### config.mk
export PLATFORM = sky130hd
export DESIGN_NAME = sram_host_ctl
export DESIGN_NICKNAME = d
export VERILOG_FILES = /design/src/common/sram_ctl_pkg.sv /design/src/sram_host_ctl.sv /design/src/pin_sync.sv
export SDC_FILE = /design/constraint.sdc
export NUM_CORES = 1
export LEC_CHECK = 0
export BUFFER_PORTS_ARGS = -buffer_cell sky130_fd_sc_hd__buf_2
export CORE_UTILIZATION = 50
export CTS_CLUSTER_SIZE = 8
export DETAILED_ROUTE_END_ITERATION = 10
export HOLD_SLACK_MARGIN = 0.05
export MAX_ROUTING_LAYER = met4
export PLACE_DENSITY = 0.87
export SETUP_SLACK_MARGIN = 0.4
export SYNTH_ARGS = -nofsm -noshare
export SYNTH_HDL_FRONTEND = slang
export SYNTH_SLANG_ARGS = --single-unit
### constraint.sdc
create_clock -name mclk -period 2.37 [get_ports mclk]
set_clock_uncertainty 0.1 [all_clocks]
set_input_delay 0.3555 -clock mclk [delete_from_list [all_inputs] [get_ports mclk]]
set_output_delay 0.3555 -clock mclk [all_outputs]
set_load 0.01 [all_outputs]
### src/common/sram_ctl_pkg.sv
// Constants for the host-side controller of an asynchronous 512K x 8 SRAM.
// Assumes a 100 MHz system clock; all pin timing is counted in cycles.
package sram_ctl_pkg;

  localparam int ADDR_W = 19;
  localparam int DATA_W = 8;
  localparam longint MEM_WORDS = 524288;

  // Clock period in picoseconds
  localparam int CLK_PS = 10000;

  // Pin timing figures in picoseconds
  localparam int T_CYCLE_PS = 8000;   // Least read or write cycle time
  localparam int T_ACC_PS   = 8000;   // Worst access from select or address
  localparam int T_WP_PS    = 6500;   // Least write strobe width
  localparam int T_DSU_PS   = 5000;   // Least data setup to end of write
  localparam int T_HZ_PS    = 3000;   // Worst output release time
  localparam int T_REC_PS   = 8000;   // Wait after retention ends

  // Rounds a least time up to whole cycles, never under one
  function automatic int min_cyc(input int ps);
    int c;
    c = (ps + CLK_PS - 1) / CLK_PS;
    return (c < 1) ? 1 : c;
  endfunction

  localparam int ACC_CYC  = min_cyc(T_ACC_PS);
  localparam int WP_CYC   = min_cyc(T_WP_PS);
  localparam int DSU_CYC  = min_cyc(T_DSU_PS);
  localparam int HZ_CYC   = min_cyc(T_HZ_PS);
  localparam int GAP_CYC  = min_cyc(T_CYCLE_PS);
  localparam int REC_CYC  = min_cyc(T_REC_PS);

  localparam int CNT_W = 4;

  // Controller states, Gray coded along read and write paths except the ST_GAP return to ST_IDLE
  typedef enum logic [2:0] {
    ST_IDLE  = 3'b000,
    ST_RSEL  = 3'b001,
    ST_RDONE = 3'b011,
    ST_WREL  = 3'b010,
    ST_WSTB  = 3'b110,
    ST_GAP   = 3'b111,
    ST_SLEEP = 3'b101,
    ST_WAKE  = 3'b100
  } ctl_state_t;

endpackage

### src/sram_host_ctl.sv
// Host controller driving an asynchronous 512K x 8 static memory by its pins.
// Assumes single mclk domain; the board resolves the shared data wires.
`timescale 1ns/1ps
module sram_host_ctl (
  // Clock and reset
  input  wire logic                              mclk,
  input  wire logic                              sys_rst,
  // User request
  input  wire logic                              req_valid,
  input  wire logic                              req_write,
  input  wire logic [sram_ctl_pkg::ADDR_W-1:0]   req_addr,
  input  wire logic [sram_ctl_pkg::DATA_W-1:0]   req_wdata,
  output logic                                   req_ready,
  // User read answer
  output logic                                   rsp_valid,
  output logic      [sram_ctl_pkg::DATA_W-1:0]   rsp_rdata,
  // Retention control
  input  wire logic                              sleep_req,
  output logic                                   sleep_ack,
  // Memory pins
  output logic      [sram_ctl_pkg::ADDR_W-1:0]   word_select_lines,
  output logic                                   chip_sel_n,
  output logic                                   out_drive_n,
  output logic                                   wr_strobe_n,
  output logic      [sram_ctl_pkg::DATA_W-1:0]   shared_data_lines_o,
  output logic                                   shared_data_lines_oe_n,
  input  wire logic [sram_ctl_pkg::DATA_W-1:0]   shared_data_lines_i
);

  localparam int CW = sram_ctl_pkg::CNT_W;

  // Read sample waits access time plus two synchroniser stages
  localparam logic [CW-1:0] RD_WAIT =
    CW'(sram_ctl_pkg::ACC_CYC + 2);
  localparam logic [CW-1:0] WREL_WAIT = CW'(sram_ctl_pkg::HZ_CYC);
  localparam logic [CW-1:0] WP_WAIT =
    CW'((sram_ctl_pkg::WP_CYC > sram_ctl_pkg::HZ_CYC +
         sram_ctl_pkg::DSU_CYC) ? sram_ctl_pkg::WP_CYC :
        sram_ctl_pkg::HZ_CYC + sram_ctl_pkg::DSU_CYC + 1);
  localparam logic [CW-1:0] GAP_WAIT = CW'(sram_ctl_pkg::GAP_CYC);
  localparam logic [CW-1:0] REC_WAIT = CW'(sram_ctl_pkg::REC_CYC);

  sram_ctl_pkg::ctl_state_t state_r, state_nxt;
  logic [CW-1:0]                   cnt_r, cnt_nxt;
  logic [sram_ctl_pkg::ADDR_W-1:0] addr_r, addr_nxt;
  logic [sram_ctl_pkg::DATA_W-1:0] wdat_r, wdat_nxt;
  logic [sram_ctl_pkg::DATA_W-1:0] rdat_r, rdat_nxt;
  logic                            cs_n_r, cs_n_nxt;
  logic                            oe_n_r, oe_n_nxt;
  logic                            we_n_r, we_n_nxt;
  logic                            doe_n_r, doe_n_nxt;
  logic                            rdy_r, rdy_nxt;
  logic                            rv_r, rv_nxt;
  logic                            ack_r, ack_nxt;
  logic [sram_ctl_pkg::DATA_W-1:0] din_sync;

  // Returned data passes two flops before use
  pin_sync #(
    .W (sram_ctl_pkg::DATA_W)
  ) u_din_sync (
    .mclk     (mclk),
    .sys_rst  (sys_rst),
    .async_in (shared_data_lines_i),
    .sync_out (din_sync)
  );

  // Next-state logic for the pin sequencer
  always_comb
  begin
    state_nxt = state_r;
    cnt_nxt   = (cnt_r != '0) ? cnt_r - CW'(1) : cnt_r;
    addr_nxt  = addr_r;
    wdat_nxt  = wdat_r;
    rdat_nxt  = rdat_r;
    cs_n_nxt  = cs_n_r;
    oe_n_nxt  = oe_n_r;
    we_n_nxt  = we_n_r;
    doe_n_nxt = doe_n_r;
    rdy_nxt   = 1'b0;
    rv_nxt    = 1'b0;
    ack_nxt   = ack_r;
    case (state_r)
      sram_ctl_pkg::ST_IDLE:
      begin
        rdy_nxt = ~sleep_req;
        if (sleep_req)
        begin
          cs_n_nxt  = 1'b1;
          state_nxt = sram_ctl_pkg::ST_SLEEP;
        end
        else if (req_valid && rdy_r)
        begin
          rdy_nxt  = 1'b0;
          // Address moves only with select and strobe high
          addr_nxt = req_addr;
          wdat_nxt = req_wdata;
          if (req_write)
          begin
            // Select low, output drive high, data not yet driven
            cs_n_nxt  = 1'b0;
            oe_n_nxt  = 1'b1;
            cnt_nxt   = WREL_WAIT;
            state_nxt = sram_ctl_pkg::ST_WREL;
          end
          else
          begin
            cs_n_nxt  = 1'b0;
            oe_n_nxt  = 1'b0;
            we_n_nxt  = 1'b1;
            cnt_nxt   = RD_WAIT;
            state_nxt = sram_ctl_pkg::ST_RSEL;
          end
        end
      end
      sram_ctl_pkg::ST_RSEL:
        if (cnt_r == '0)
        begin
          rdat_nxt  = din_sync;
          state_nxt = sram_ctl_pkg::ST_RDONE;
        end
      sram_ctl_pkg::ST_RDONE:
      begin
        // Release memory outputs, then wait out the least cycle time
        cs_n_nxt  = 1'b1;
        oe_n_nxt  = 1'b1;
        rv_nxt    = 1'b1;
        cnt_nxt   = GAP_WAIT;
        state_nxt = sram_ctl_pkg::ST_GAP;
      end
      sram_ctl_pkg::ST_WREL:
        // Memory outputs are already floating before host drives
        if (cnt_r == '0)
        begin
          we_n_nxt  = 1'b0;
          doe_n_nxt = 1'b0;
          cnt_nxt   = WP_WAIT;
          state_nxt = sram_ctl_pkg::ST_WSTB;
        end
      sram_ctl_pkg::ST_WSTB:
        // Strobe and select end together; data held through the edge
        if (cnt_r == '0)
        begin
          we_n_nxt  = 1'b1;
          cs_n_nxt  = 1'b1;
          cnt_nxt   = GAP_WAIT;
          state_nxt = sram_ctl_pkg::ST_GAP;
        end
      sram_ctl_pkg::ST_GAP:
      begin
        // Stop driving data one cycle after the write ends
        doe_n_nxt = 1'b1;
        if (cnt_r == '0)
        begin
          rdy_nxt   = ~sleep_req;
          state_nxt = sram_ctl_pkg::ST_IDLE;
        end
      end
      sram_ctl_pkg::ST_SLEEP:
      begin
        ack_nxt = 1'b1;
        if (!sleep_req)
        begin
          ack_nxt   = 1'b0;
          cnt_nxt   = REC_WAIT;
          state_nxt = sram_ctl_pkg::ST_WAKE;
        end
      end
      sram_ctl_pkg::ST_WAKE:
        if (cnt_r == '0)
        begin
          rdy_nxt   = 1'b1;
          state_nxt = sram_ctl_pkg::ST_IDLE;
        end
      default:
        state_nxt = sram_ctl_pkg::ST_IDLE;
    endcase
  end

  // Registers for sequencer and pins
  always_ff @(posedge mclk or posedge sys_rst)
    if (sys_rst)
    begin
      state_r <= sram_ctl_pkg::ST_IDLE;
      cnt_r   <= '0;
      addr_r  <= '0;
      wdat_r  <= '0;
      rdat_r  <= '0;
      cs_n_r  <= 1'b1;
      oe_n_r  <= 1'b1;
      we_n_r  <= 1'b1;
      doe_n_r <= 1'b1;
      rdy_r   <= 1'b0;
      rv_r    <= 1'b0;
      ack_r   <= 1'b0;
    end
    else
    begin
      state_r <= state_nxt;
      cnt_r   <= cnt_nxt;
      addr_r  <= addr_nxt;
      wdat_r  <= wdat_nxt;
      rdat_r  <= rdat_nxt;
      cs_n_r  <= cs_n_nxt;
      oe_n_r  <= oe_n_nxt;
      we_n_r  <= we_n_nxt;
      doe_n_r <= doe_n_nxt;
      rdy_r   <= rdy_nxt;
      rv_r    <= rv_nxt;
      ack_r   <= ack_nxt;
    end

  // Outputs straight from flops
  assign req_ready              = rdy_r;
  assign rsp_valid              = rv_r;
  assign rsp_rdata              = rdat_r;
  assign sleep_ack              = ack_r;
  assign word_select_lines      = addr_r;
  assign chip_sel_n             = cs_n_r;
  assign out_drive_n            = oe_n_r;
  assign wr_strobe_n            = we_n_r;
  assign shared_data_lines_o    = wdat_r;
  assign shared_data_lines_oe_n = doe_n_r;

endmodule

### src/pin_sync.sv
// Two-stage synchroniser for the shared data lines coming back from memory.
// Assumes the pins are asynchronous to mclk.
`timescale 1ns/1ps
module pin_sync #(
  parameter int W = 8
) (
  // Clock and reset
  input  wire logic         mclk,
  input  wire logic         sys_rst,
  // Data
  input  wire logic [W-1:0] async_in,
  output logic      [W-1:0] sync_out
);

  logic [W-1:0] stage1_r;
  logic [W-1:0] stage2_r;

  // First stage feeds only the second
  always_ff @(posedge mclk or posedge sys_rst)
    if (sys_rst)
    begin
      stage1_r <= '0;
      stage2_r <= '0;
    end
    else
    begin
      stage1_r <= async_in;
      stage2_r <= stage1_r;
    end

  assign sync_out = stage2_r;

endmodule

Word level (Yosys, flattened, before mapping)
Index checks and enable logic that the tools add are counted.

storage, ports and cells
  register bits after elaboration = 65
  input port bits = 40
  output and inout port bits = 42
  logic and storage cells = 86

cells by class
  $add $sub $neg = 1
  equal/unequal tests = 16
  muxes and demuxes = 38
  bitwise logic cells = 1
  reductions and logical operators = 16

operators by type and width
  cell                   number
  $mux W4                6
  $mux W3                7
  $pmux W3 S7            1
  $pmux W4 S5            1
  $mux W1                16
  $ne A2 B2 Y1 const B   7
  $eq A3 B3 Y1 const B   4
  $reduce_and A6 Y1      2
  $pmux W1 S3            3
  $reduce_and A3 Y1      3
  $eq A3 B2 Y1 const B   2
  $reduce_bool A3 Y1     2
  $logic_not A4 Y1       1
  $mux W2                2
  $pmux W1 S2            2
  $reduce_and A2 Y1      2
  $reduce_bool A2 Y1     2
  $reduce_bool A4 Y1     1
  $sub A4 B1 Y4 const B  1
  $eq A3 B1 Y1 const B   1
  $logic_not A3 Y1       1
  $ne A3 B3 Y1 const B   1
  $ne A2 B1 Y1 const B   1
  $reduce_or A2 Y1       1
  other kinds (2)        2

Logic depth before layout (Yosys ltp)
Gate-level depths: netlist of the first run.

  word-level depth = 5
  mapped depth = 9
  depth with buffers taken out = 8

Hierarchy
A second synthesis of the first run with hierarchy kept.

unflattened totals
  cells, all modules = 183
  area, all modules = 2575.0 µm²

by module, submodules not included
  module         times used  cells an instance  area each (µm²)  sequential area each (µm²)
  sram_host_ctl  1           166                2170.8           1231.2
  pin_sync       1           17                 404.1            400.4

Worst setup path after synthesis of the first run
Ideal clock, no wire load.

  path kind = register -> register
  start = reg cnt_r[0]
  end = reg cnt_r[0]
  library setup time = 0.131 ns
  arrival time = 1.681 ns
  required time = 2.139 ns
  setup slack = 0.458 ns
  stages on the path, launching flop included = 9
  buffers on the path = 1
  clock period less this slack = 1.912 ns
  cells stage by stage = dfrtp_1 > inv_1 > ha_1 > nor3b_1 > buf_2 > inv_1 > ha_1 > o31ai_1 > nand3_1

between the ends
  longest elaborated chain between the ends = 5
  elaborated cells between the ends (all ways) = 10
  classes of those cells = add/sub: 1; mux: 7; reduce/logical: 2

ends and longest elaborated chain
  item                                                        RTL line              source
  start, declared                                             sram_host_ctl.sv:44   logic [CW-1:0] cnt_r, cnt_nxt;
  start signal, assigned                                      sram_host_ctl.sv:199  cnt_r <= cnt_nxt;
  $sub A4 B1 Y4 / $reduce_bool A4 Y1 (equally long branches)  sram_host_ctl.sv:71   cnt_nxt = (cnt_r != '0) ? cnt_r - CW'(1) : cnt_r;
  $mux W4                                                     sram_host_ctl.sv:71
  $mux W4                                                     sram_host_ctl.sv:91   else if (req_valid && rdy_r)
  $mux W4                                                     sram_host_ctl.sv:86   if (sleep_req)
  $pmux W4 S5 (*)                                             sram_host_ctl.sv:82   case (state_r)
  net cnt_nxt[0]                                              sram_host_ctl.sv:44

The timed path passes the listed nets; every way through them passes the cells marked *.
A chain may end at the register's enable or synchronous reset.

Worst setup path after layout of the first run
  start = reg cnt_r[0]
  end = reg rdat_r, in the netlist rsp_rdata[1]

between the ends
  longest elaborated chain between the ends = 2

ends and longest elaborated chain
  item                                RTL line              source
  $logic_not A4 Y1                    sram_host_ctl.sv:116  if (cnt_r == '0)
  $reduce_and A2 Y1 (no source line)  n/a
  end signal, assigned                sram_host_ctl.sv:202  rdat_r <= rdat_nxt;
  end, declared                       sram_host_ctl.sv:47   logic [sram_ctl_pkg::DATA_W-1:0] rdat_r, rdat_nxt;

Every way passes these cells.

==> parameters.txt, run 1 <==
Parameter                              Value

Worst setup path
  Standard cell with the maximum stage delay on the critical path    dfrtp_1
  Maximum fanout encountered on the critical timing path    8
  Chain of cells forming the critical path    inv_1, ha_2, nor3b_4, nand3_1, mux2_2
  Crit end category    register
  Worst setup SP type    register
  Crit path arrival time    2.02 ns
  Worst path buffer plus inverter count    1
  Worst endpoint required time    2.48 ns
  Worst Setup Path Type    reg -> reg
  Crit-path leading delay family    simple AND/OR/NAND/NOR gates
  Slowest cell delay on critical path    0.40 ns

Yosys
  Syn Inst Count    180
  Mapped Area    around 0.0026 sq mm
  Mapped Nets    222
  Yosys cell types    38
  Number of synthesized register bits    65
  Synthesized area per cell    approximately 15 sq um
  Share of async-settable or async-resettable flops after synthesis    100.0%
  Synthesis warning total    0
  Sequential area share after synthesis    between 60% and 70%
  Number of enable flip-flop cells after synthesis    0
  Primary FF master, synth    dfrtp_1

STA
  Final hold violation count    0
  Worst-Margin Slew    0.6578 ns
  Final-report max-slew violation count    0
  Time the worst path needs with I/O delays and setup    1.914 ns
  RSZ-0062 raised after global routing    true
  Total negative slack    0 ns
  Tightest slew margin relative to the limit    between 50% and 60%
  Maximum frequency from static timing analysis    522.4 MHz
  Final period utilization    80.77%
  Endpoints failing setup    0

Global route
  Number of global-route vias before repair    1,695
  Wire length of the first global-routing pass    7755 microns
  Global routing usage summed across all routing layers    20.30%
  Global route total overflow    0
  Maximum number of pins on one net before global-route repair    31
  Number of antenna violations at the first check in global routing    0

Clock tree
  Insertion delay of the later-clocked pin in the worst-skew pair    around 0.33 ns
  TritonCTS Sinks    65
  Number of H-tree branching levels    3
  Clock root cell    clkbuf_8
  Maximum root-to-sink buffer count    2
  Clock tree from TritonCTS    done
  Buffer count from post-CTS setup fixing    0
  CTS buffer count    9
  Post-CTS clock slew at the launch and capture registers of the worst setup and hold paths    0.07 ns

Power
  Switching share of power    between 30% and 40%
  Switching power    1309 uW
  Static Leakage    0.001814 uW
  Power density normalized to cell area    1179 mW/mm^2
  Proportion of power drawn by the clock network    20.6%
  Power Internal    between 2000 and 3000 uW
  Max VDD drop    0.5225 mV
  Share of total power in sequential cells    42.0%
  Comb pwr share    37.4%

Cells and area
  Synth-to-layout area growth    29.55%
  Fillers    383
  Highest-count cells in the layout ignoring fill and taps    buf_2, dfrtp_1, mux2_4, clkbuf_8
  Area used by multi-input combinational logic    942.2 sq um
  Fraction of final layout cells with drive strength greater than 1    between 50% and 60%
  Post-layout utilization of the core    67.23%
  Seq. cell area    0.001632 sq mm
  Final layout net count    319
  Count of inserted antenna diode cells    0
  Leading cell type in the layout, fill and taps excluded    buf_2

Worst hold path
  HP Class    in -> reg

Place
  Routability congestion estimate    between 0.8 and 0.9
  Detail Placement HPWL    3458 microns
  Number of buffers inserted by port buffering    81

Route
  Ratio of routed vias to standard cells    around 5.1
  Post-route DRC    0
  Number of nets still failing antenna checks after routing    0
  DRC marker count from the first detailed-route iteration    59
  Routed vias    1,790
  Number of detailed-route iterations in the first pass    4
  Routed WL    5316 microns
  Post-DR wirelength/cell    15.10 microns

Floorplan
  Area of the core region    0.005075 sq mm
  I/O pin cnt    82
  Area of the die    around 0.0056 sq mm
  Starting density of the core    51.90%
  Vertical die dimension    74.58 microns
  Die X-Extent    ~75 microns
  # rows    26

Status
  Status    complete, no violations

Flow run
  Max capacitance violation total    0
[cell type report]
cell class / instances / area share (%)
Multi-Input combinational cell: 100 / 27.61
Inverter: 5 / 0.6601
Clock buffer: 14 / 4.767
Clock inverter: 2 / 0.3667
Sequential cell: 65 / 47.82
Tap cell: 70 / 2.567
Timing Repair Buffer: 96 / 16.21
[per-layer routing]
| layer | track usage, % | up-vias | part of all wire (%) | routed length (microns) |
|---|---|---|---|---|
| li1 | - | 830 | - | - |
| met1 | 23.82 | 886 | 43 | 2262 |
| met3 | 5.691 | 8 | 4.7 | 248 |
| met4 | 9.434 | 0 | 1.7 | 88 |
| met5 | - | - | 0 | 0 |
| met2 | 32.33 | 66 | 51 | 2717 |
[registers in the layout (all words and copies together), names as in the netlist, named ones only]
name,count
shared_data_lines_o,8
u_din_sync.stage1_r,8
sleep_ack,1
u_din_sync.sync_out,8
wr_strobe_n,1
out_drive_n,1
req_ready,1
state_r,2
shared_data_lines_oe_n,1
chip_sel_n,1
rsp_rdata,8
word_select_lines,19
rsp_valid,1
cnt_r,4
[worst reg2reg max path, cell delays in order, from the launching register on]
cell	delay, ns
dfrtp_1	0.40
inv_1	0.07
ha_2	0.20
nor3b_4	0.26
nand3_1	0.36
mux2_2	0.40
[power by group through the flow]
stage / sequential, uW / combinational (uW) / clock [uW]
after floorplan: 1800 / 861 / 0
after global placement: 1670 / 1410 / 0
after detailed placement: 1690 / 1460 / 0
after CTS: 1680 / 1470 / 860
after global routing: 1730 / 1660 / 903
final: 1690 / 1500 / 830
[per-stage QoR]
step                      hold slack (ns)  power, uW  instance area, sq um  setup slack [ns]  std cells
after global routing               0.1320       4293                  3412            0.3487        352
after global placement             0.2322       3078                  3114            0.3558        326
after CTS                          0.1343       4011                  3385            0.4234        351
after floorplan                    0.2312       2661                  2638            0.4581        180
final                              0.1489       4022                  3412            0.4558        352
after detailed placement           0.2347       3144                  3114            0.2719        326
[cell families (layout without fill, tap and decap cells)]
logic type                 after synthesis  in the layout  synth area share (%)
AOI/OAI and AO/OA                       24             24                 6.034
xor gates and xnor gates                 2              2                0.6652
adders and majority gates                2              2                0.9500
buffers and inverters                   16            117                 3.515
DFF                                     65             65                 61.95
muxes                                   37             37                 19.62
and+or+nand+nor                         34             35                 7.268
[synthesized netlist by cell type, types with 3 or more instances]
| cell | count | area share [%] |
|---|---|---|
| a21oi_1 | 8 | 1.5 |
| buf_6 | 4 | 1.7 |
| clkbuf_1 | 5 | 0.71 |
| dfrtp_1 | 61 | 58 |
| dfstp_2 | 4 | 4.0 |
| inv_1 | 5 | 0.71 |
| mux2_2 | 9 | 3.8 |
| mux2_4 | 27 | 15 |
| nand2_1 | 8 | 1.1 |
| nand3_1 | 3 | 0.57 |
| nor2_1 | 6 | 0.86 |
| nor3_1 | 3 | 0.57 |
| o21ai_0 | 3 | 0.57 |
| o31ai_1 | 3 | 0.86 |
[worst paths after layout]
path | start | endpoint | slack [ns] | cells past startpoint
max | cnt_r[0] | rsp_rdata[1] | 0.46 | 5
min | req_wdata[1] | shared_data_lines_o[1] | 0.15 | 2
max reg2reg | cnt_r[0] | rsp_rdata[1] | 0.46 | 5
min reg2reg | u_din_sync.stage1_r[4] | u_din_sync.sync_out[4] | 0.25 | 0
max in group asynchronous | sys_rst | word_select_lines[15] | 1.01 | 4
min in group asynchronous | sys_rst | rsp_rdata[7] | 0.57 | 3
[what timing repair did]
item | in CTS | in global routing
gates cloned | 0 | 1
endpoints found under the setup margin | 10 | 30
hold buffers | 9 | 0
gates resized for setup | 1 | 5
hold endpoints to repair | 32 | 0
No activity file was read; power rests on OpenSTA's default activity.
==> run 2: changes to the inputs <==
clock period = 1.85 ns   (was 2.37 ns; I/O delays follow)
==> run 2 against run 1 <==
  * Sequential share of layout area decreased by 3.6 points
  * Critical path depth fell by 1
  * Largest power group is now combinational cells
  * Via count rose by 4.3%
  * Highest routed layer unchanged
  * Critical endpoint is now word_select_lines[16]
  * Worst setup slack got worse by 0.39 ns
  * Clock power rose by 28%
  * Combinational power is 58% higher
  * Fmax up 7.4%
  * Die area unchanged
  * Sequential power up 28%
  * Power rose by 39%
  * Register-to-register slack worse by 0.39 ns
  * Critical path type unchanged
==> parameters.txt, run 2 (synthesis results as in run 1) <==
Parameter                              Value

Global route
  Maximum number of pins on one net before global-route repair    34 (was 31)
  Wire length of the first global-routing pass    8266 microns (was 7755 microns)
  Number of antenna violations at the first check in global routing    0 (unchanged)
  Global routing usage summed across all routing layers    21.49% (was 20.30%)
  Number of global-route vias before repair    1,728 (was 1,695)
  Global route total overflow    0 (unchanged)

Cells and area
  Fraction of final layout cells with drive strength greater than 1    60.94% (was 52.84%)
  Highest-count cells in the layout ignoring fill and taps    buf_2, dfrtp_1, mux2_4, buf_4, dlygate4sd3_1 (was buf_2, dfrtp_1, mux2_4, clkbuf_8)
  Post-layout utilization of the core    72.76% (was 67.23%)
  Leading cell type in the layout, fill and taps excluded    buf_2 (unchanged)
  Synth-to-layout area growth    40.19% (was 29.55%)
  Count of inserted antenna diode cells    0 (unchanged)
  Final layout net count    334 (was 319)
  Flip-flop count of the largest register, all copies and words added    19 (unchanged)

Clock tree
  CTS buffer count    9 (unchanged)
  Clock tree from TritonCTS    done (unchanged)
  TritonCTS Sinks    65 (unchanged)
  Maximum root-to-sink buffer count    2 (unchanged)
  Insertion delay of the later-clocked pin in the worst-skew pair    0.33 ns (about the same)
  Number of H-tree branching levels    3 (unchanged)
  Post-CTS clock slew at the launch and capture registers of the worst setup and hold paths    0.08 ns (was 0.07 ns)
  Clock root cell    clkbuf_8 (unchanged)

Floorplan
  Die X-Extent    74.58 microns (unchanged)
  I/O pin cnt    82 (unchanged)
  Vertical die dimension    74.58 microns (unchanged)
  Area of the core region    0.005075 sq mm (unchanged)
  Area of the die    0.005561 sq mm (unchanged)
  # rows    26 (unchanged)
  Starting density of the core    51.90% (unchanged)

Route
  Number of detailed-route iterations in the first pass    6 (was 4)
  Post-DR wirelength/cell    15.94 microns (was 15.10 microns)
  Routed WL    5849 microns (was 5316 microns)
  Number of nets still failing antenna checks after routing    0 (unchanged)
  DRC marker count from the first detailed-route iteration    112 (was 59)
  Post-route DRC    0 (unchanged)
  Ratio of routed vias to standard cells    5.087 (was 5.085)
  Routed vias    1,867 (was 1,790)

Worst setup path
  Worst endpoint required time    1.97 ns (was 2.48 ns)
  Standard cell with the maximum stage delay on the critical path    or4b_4 (was dfrtp_1)
  Chain of cells forming the critical path    nor2_4, or4b_4, buf_16, mux2_4 (was inv_1, ha_2, nor3b_4, nand3_1, mux2_2)
  Count of cell instances traversed by the critical path    4 (was 5)
  Slowest cell delay on critical path    0.53 ns (was 0.40 ns)
  Reg2Reg Depth    4 (was 5)
  Maximum fanout encountered on the critical timing path    15 (was 8)
  Crit path arrival time    1.90 ns (was 2.02 ns)
  Endpoint of the worst register-to-register path    word_select_lines[16] (was rsp_rdata[1])
  Register-to-register setup slack    0.07 ns (was 0.46 ns)
  End of the critical path    word_select_lines[16] (was rsp_rdata[1])
  Crit-path leading delay family    simple AND/OR/NAND/NOR gates (unchanged)
  Worst path buffer plus inverter count    1 (unchanged)
  Worst Setup Path Type    reg -> reg (unchanged)
  Crit end category    register (unchanged)
  Worst setup SP type    register (unchanged)

Power
  Power density normalized to cell area    1513 mW/mm^2 (was 1179 mW/mm^2)
  Static Leakage    0.001927 uW (was 0.001814 uW)
  Power consumption    5588 uW (was 4022 uW)
  Max VDD drop    0.8624 mV (was 0.5225 mV)

Place
  Number of buffers inserted by port buffering    81 (unchanged)
  Routability congestion estimate    0.8923 (was 0.8894)
  Detail Placement HPWL    3627 microns (was 3458 microns)

STA
  Final hold violation count    0 (unchanged)
  Worst-Margin Slew    0.5452 ns (was 0.6578 ns)
  Total negative slack    0 ns (unchanged)
  Maximum frequency from static timing analysis    560.9 MHz (was 522.4 MHz)
  Tightest slew margin relative to the limit    63.58% (was 56.05%)
  Worst Hold Slack    0.06238 ns (was 0.1489 ns)
  Time the worst path needs with I/O delays and setup    1.783 ns (was 1.914 ns)
  Final period utilization    96.37% (was 80.77%)
  RSZ-0062 raised after global routing    true (unchanged)
  Endpoints failing setup    0 (unchanged)
  Final-report max-slew violation count    0 (unchanged)

Status
  Status    complete, no violations (unchanged)

Flow run
  Max capacitance violation total    0 (unchanged)

Worst hold path
  HP Class    in -> reg (unchanged)
-- run 2: worst min path at each step --
stage / from / endpoint / slack [ns] / cells after the start
after CTS: req_addr[6] / word_select_lines[6] / 0.05 / 2
final: req_addr[6] / word_select_lines[6] / 0.06 / 2
after global routing: req_addr[1] / word_select_lines[1] / 0.05 / 2
after detailed placement: u_din_sync.stage1_r[1] / u_din_sync.sync_out[1] / 0.23 / 0
after floorplan: shared_data_lines_i[0] / u_din_sync.stage1_r[0] / 0.21 / 0
after global placement: u_din_sync.stage1_r[5] / u_din_sync.sync_out[5] / 0.23 / 0
-- run 2: what timing repair did --
| item | 4_1_cts | 5_1_grt |
|---|---|---|
| resized for setup | 10 | 15 |
| hold buffers | 10 | 1 |
| setup buffers | 4 | 5 |
| hold endpoints to repair | 27 | 1 |
| cloned | 0 | 2 |
| pin swaps | 2 | 8 |
| endpoints found under the setup margin | 47 | 47 |
-- run 2: routing by layer --
metal	vias up	wire (microns)	GRT usage, %
met4	0	151	7.966
met1	920	2398	23.88
met2	69	3060	36.24
met5	-	0	-
met3	17	238	6.640
li1	861	-	-
-- run 2: final cells by class --
class                   count  area (sq um)
repair buffers            112         734.5
clock inverters             7         53.80
inverters                   5         22.52
flip-flops and latches     65          1632
clock buffers               9         123.9
multi-input cells          99          1039
well taps                  70         87.58
fillers                   344          1383
-- run 2: through the flow --
stage                     setup slack (ns)  area [sq um]  instances
after floorplan                    0.07905          2678        180
after global placement             0.09573          3179        329
after global routing               0.03441          3692        367
after CTS                          0.05405          3525        359
after detailed placement           0.02579          3179        329
final                              0.06710          3692        367
-- run 2: where the power goes --
group,switching [uW],internal (uW)
logic,1110,1260
clock network,569,494
registers,265,1890
total,1940,3650
-- run 2: worst register-to-register path, stage by stage (launching register included) --
cell	delay, ns
dfrtp_1	0.41
nor2_4	0.12
or4b_4	0.53
buf_16	0.20
mux2_4	0.32
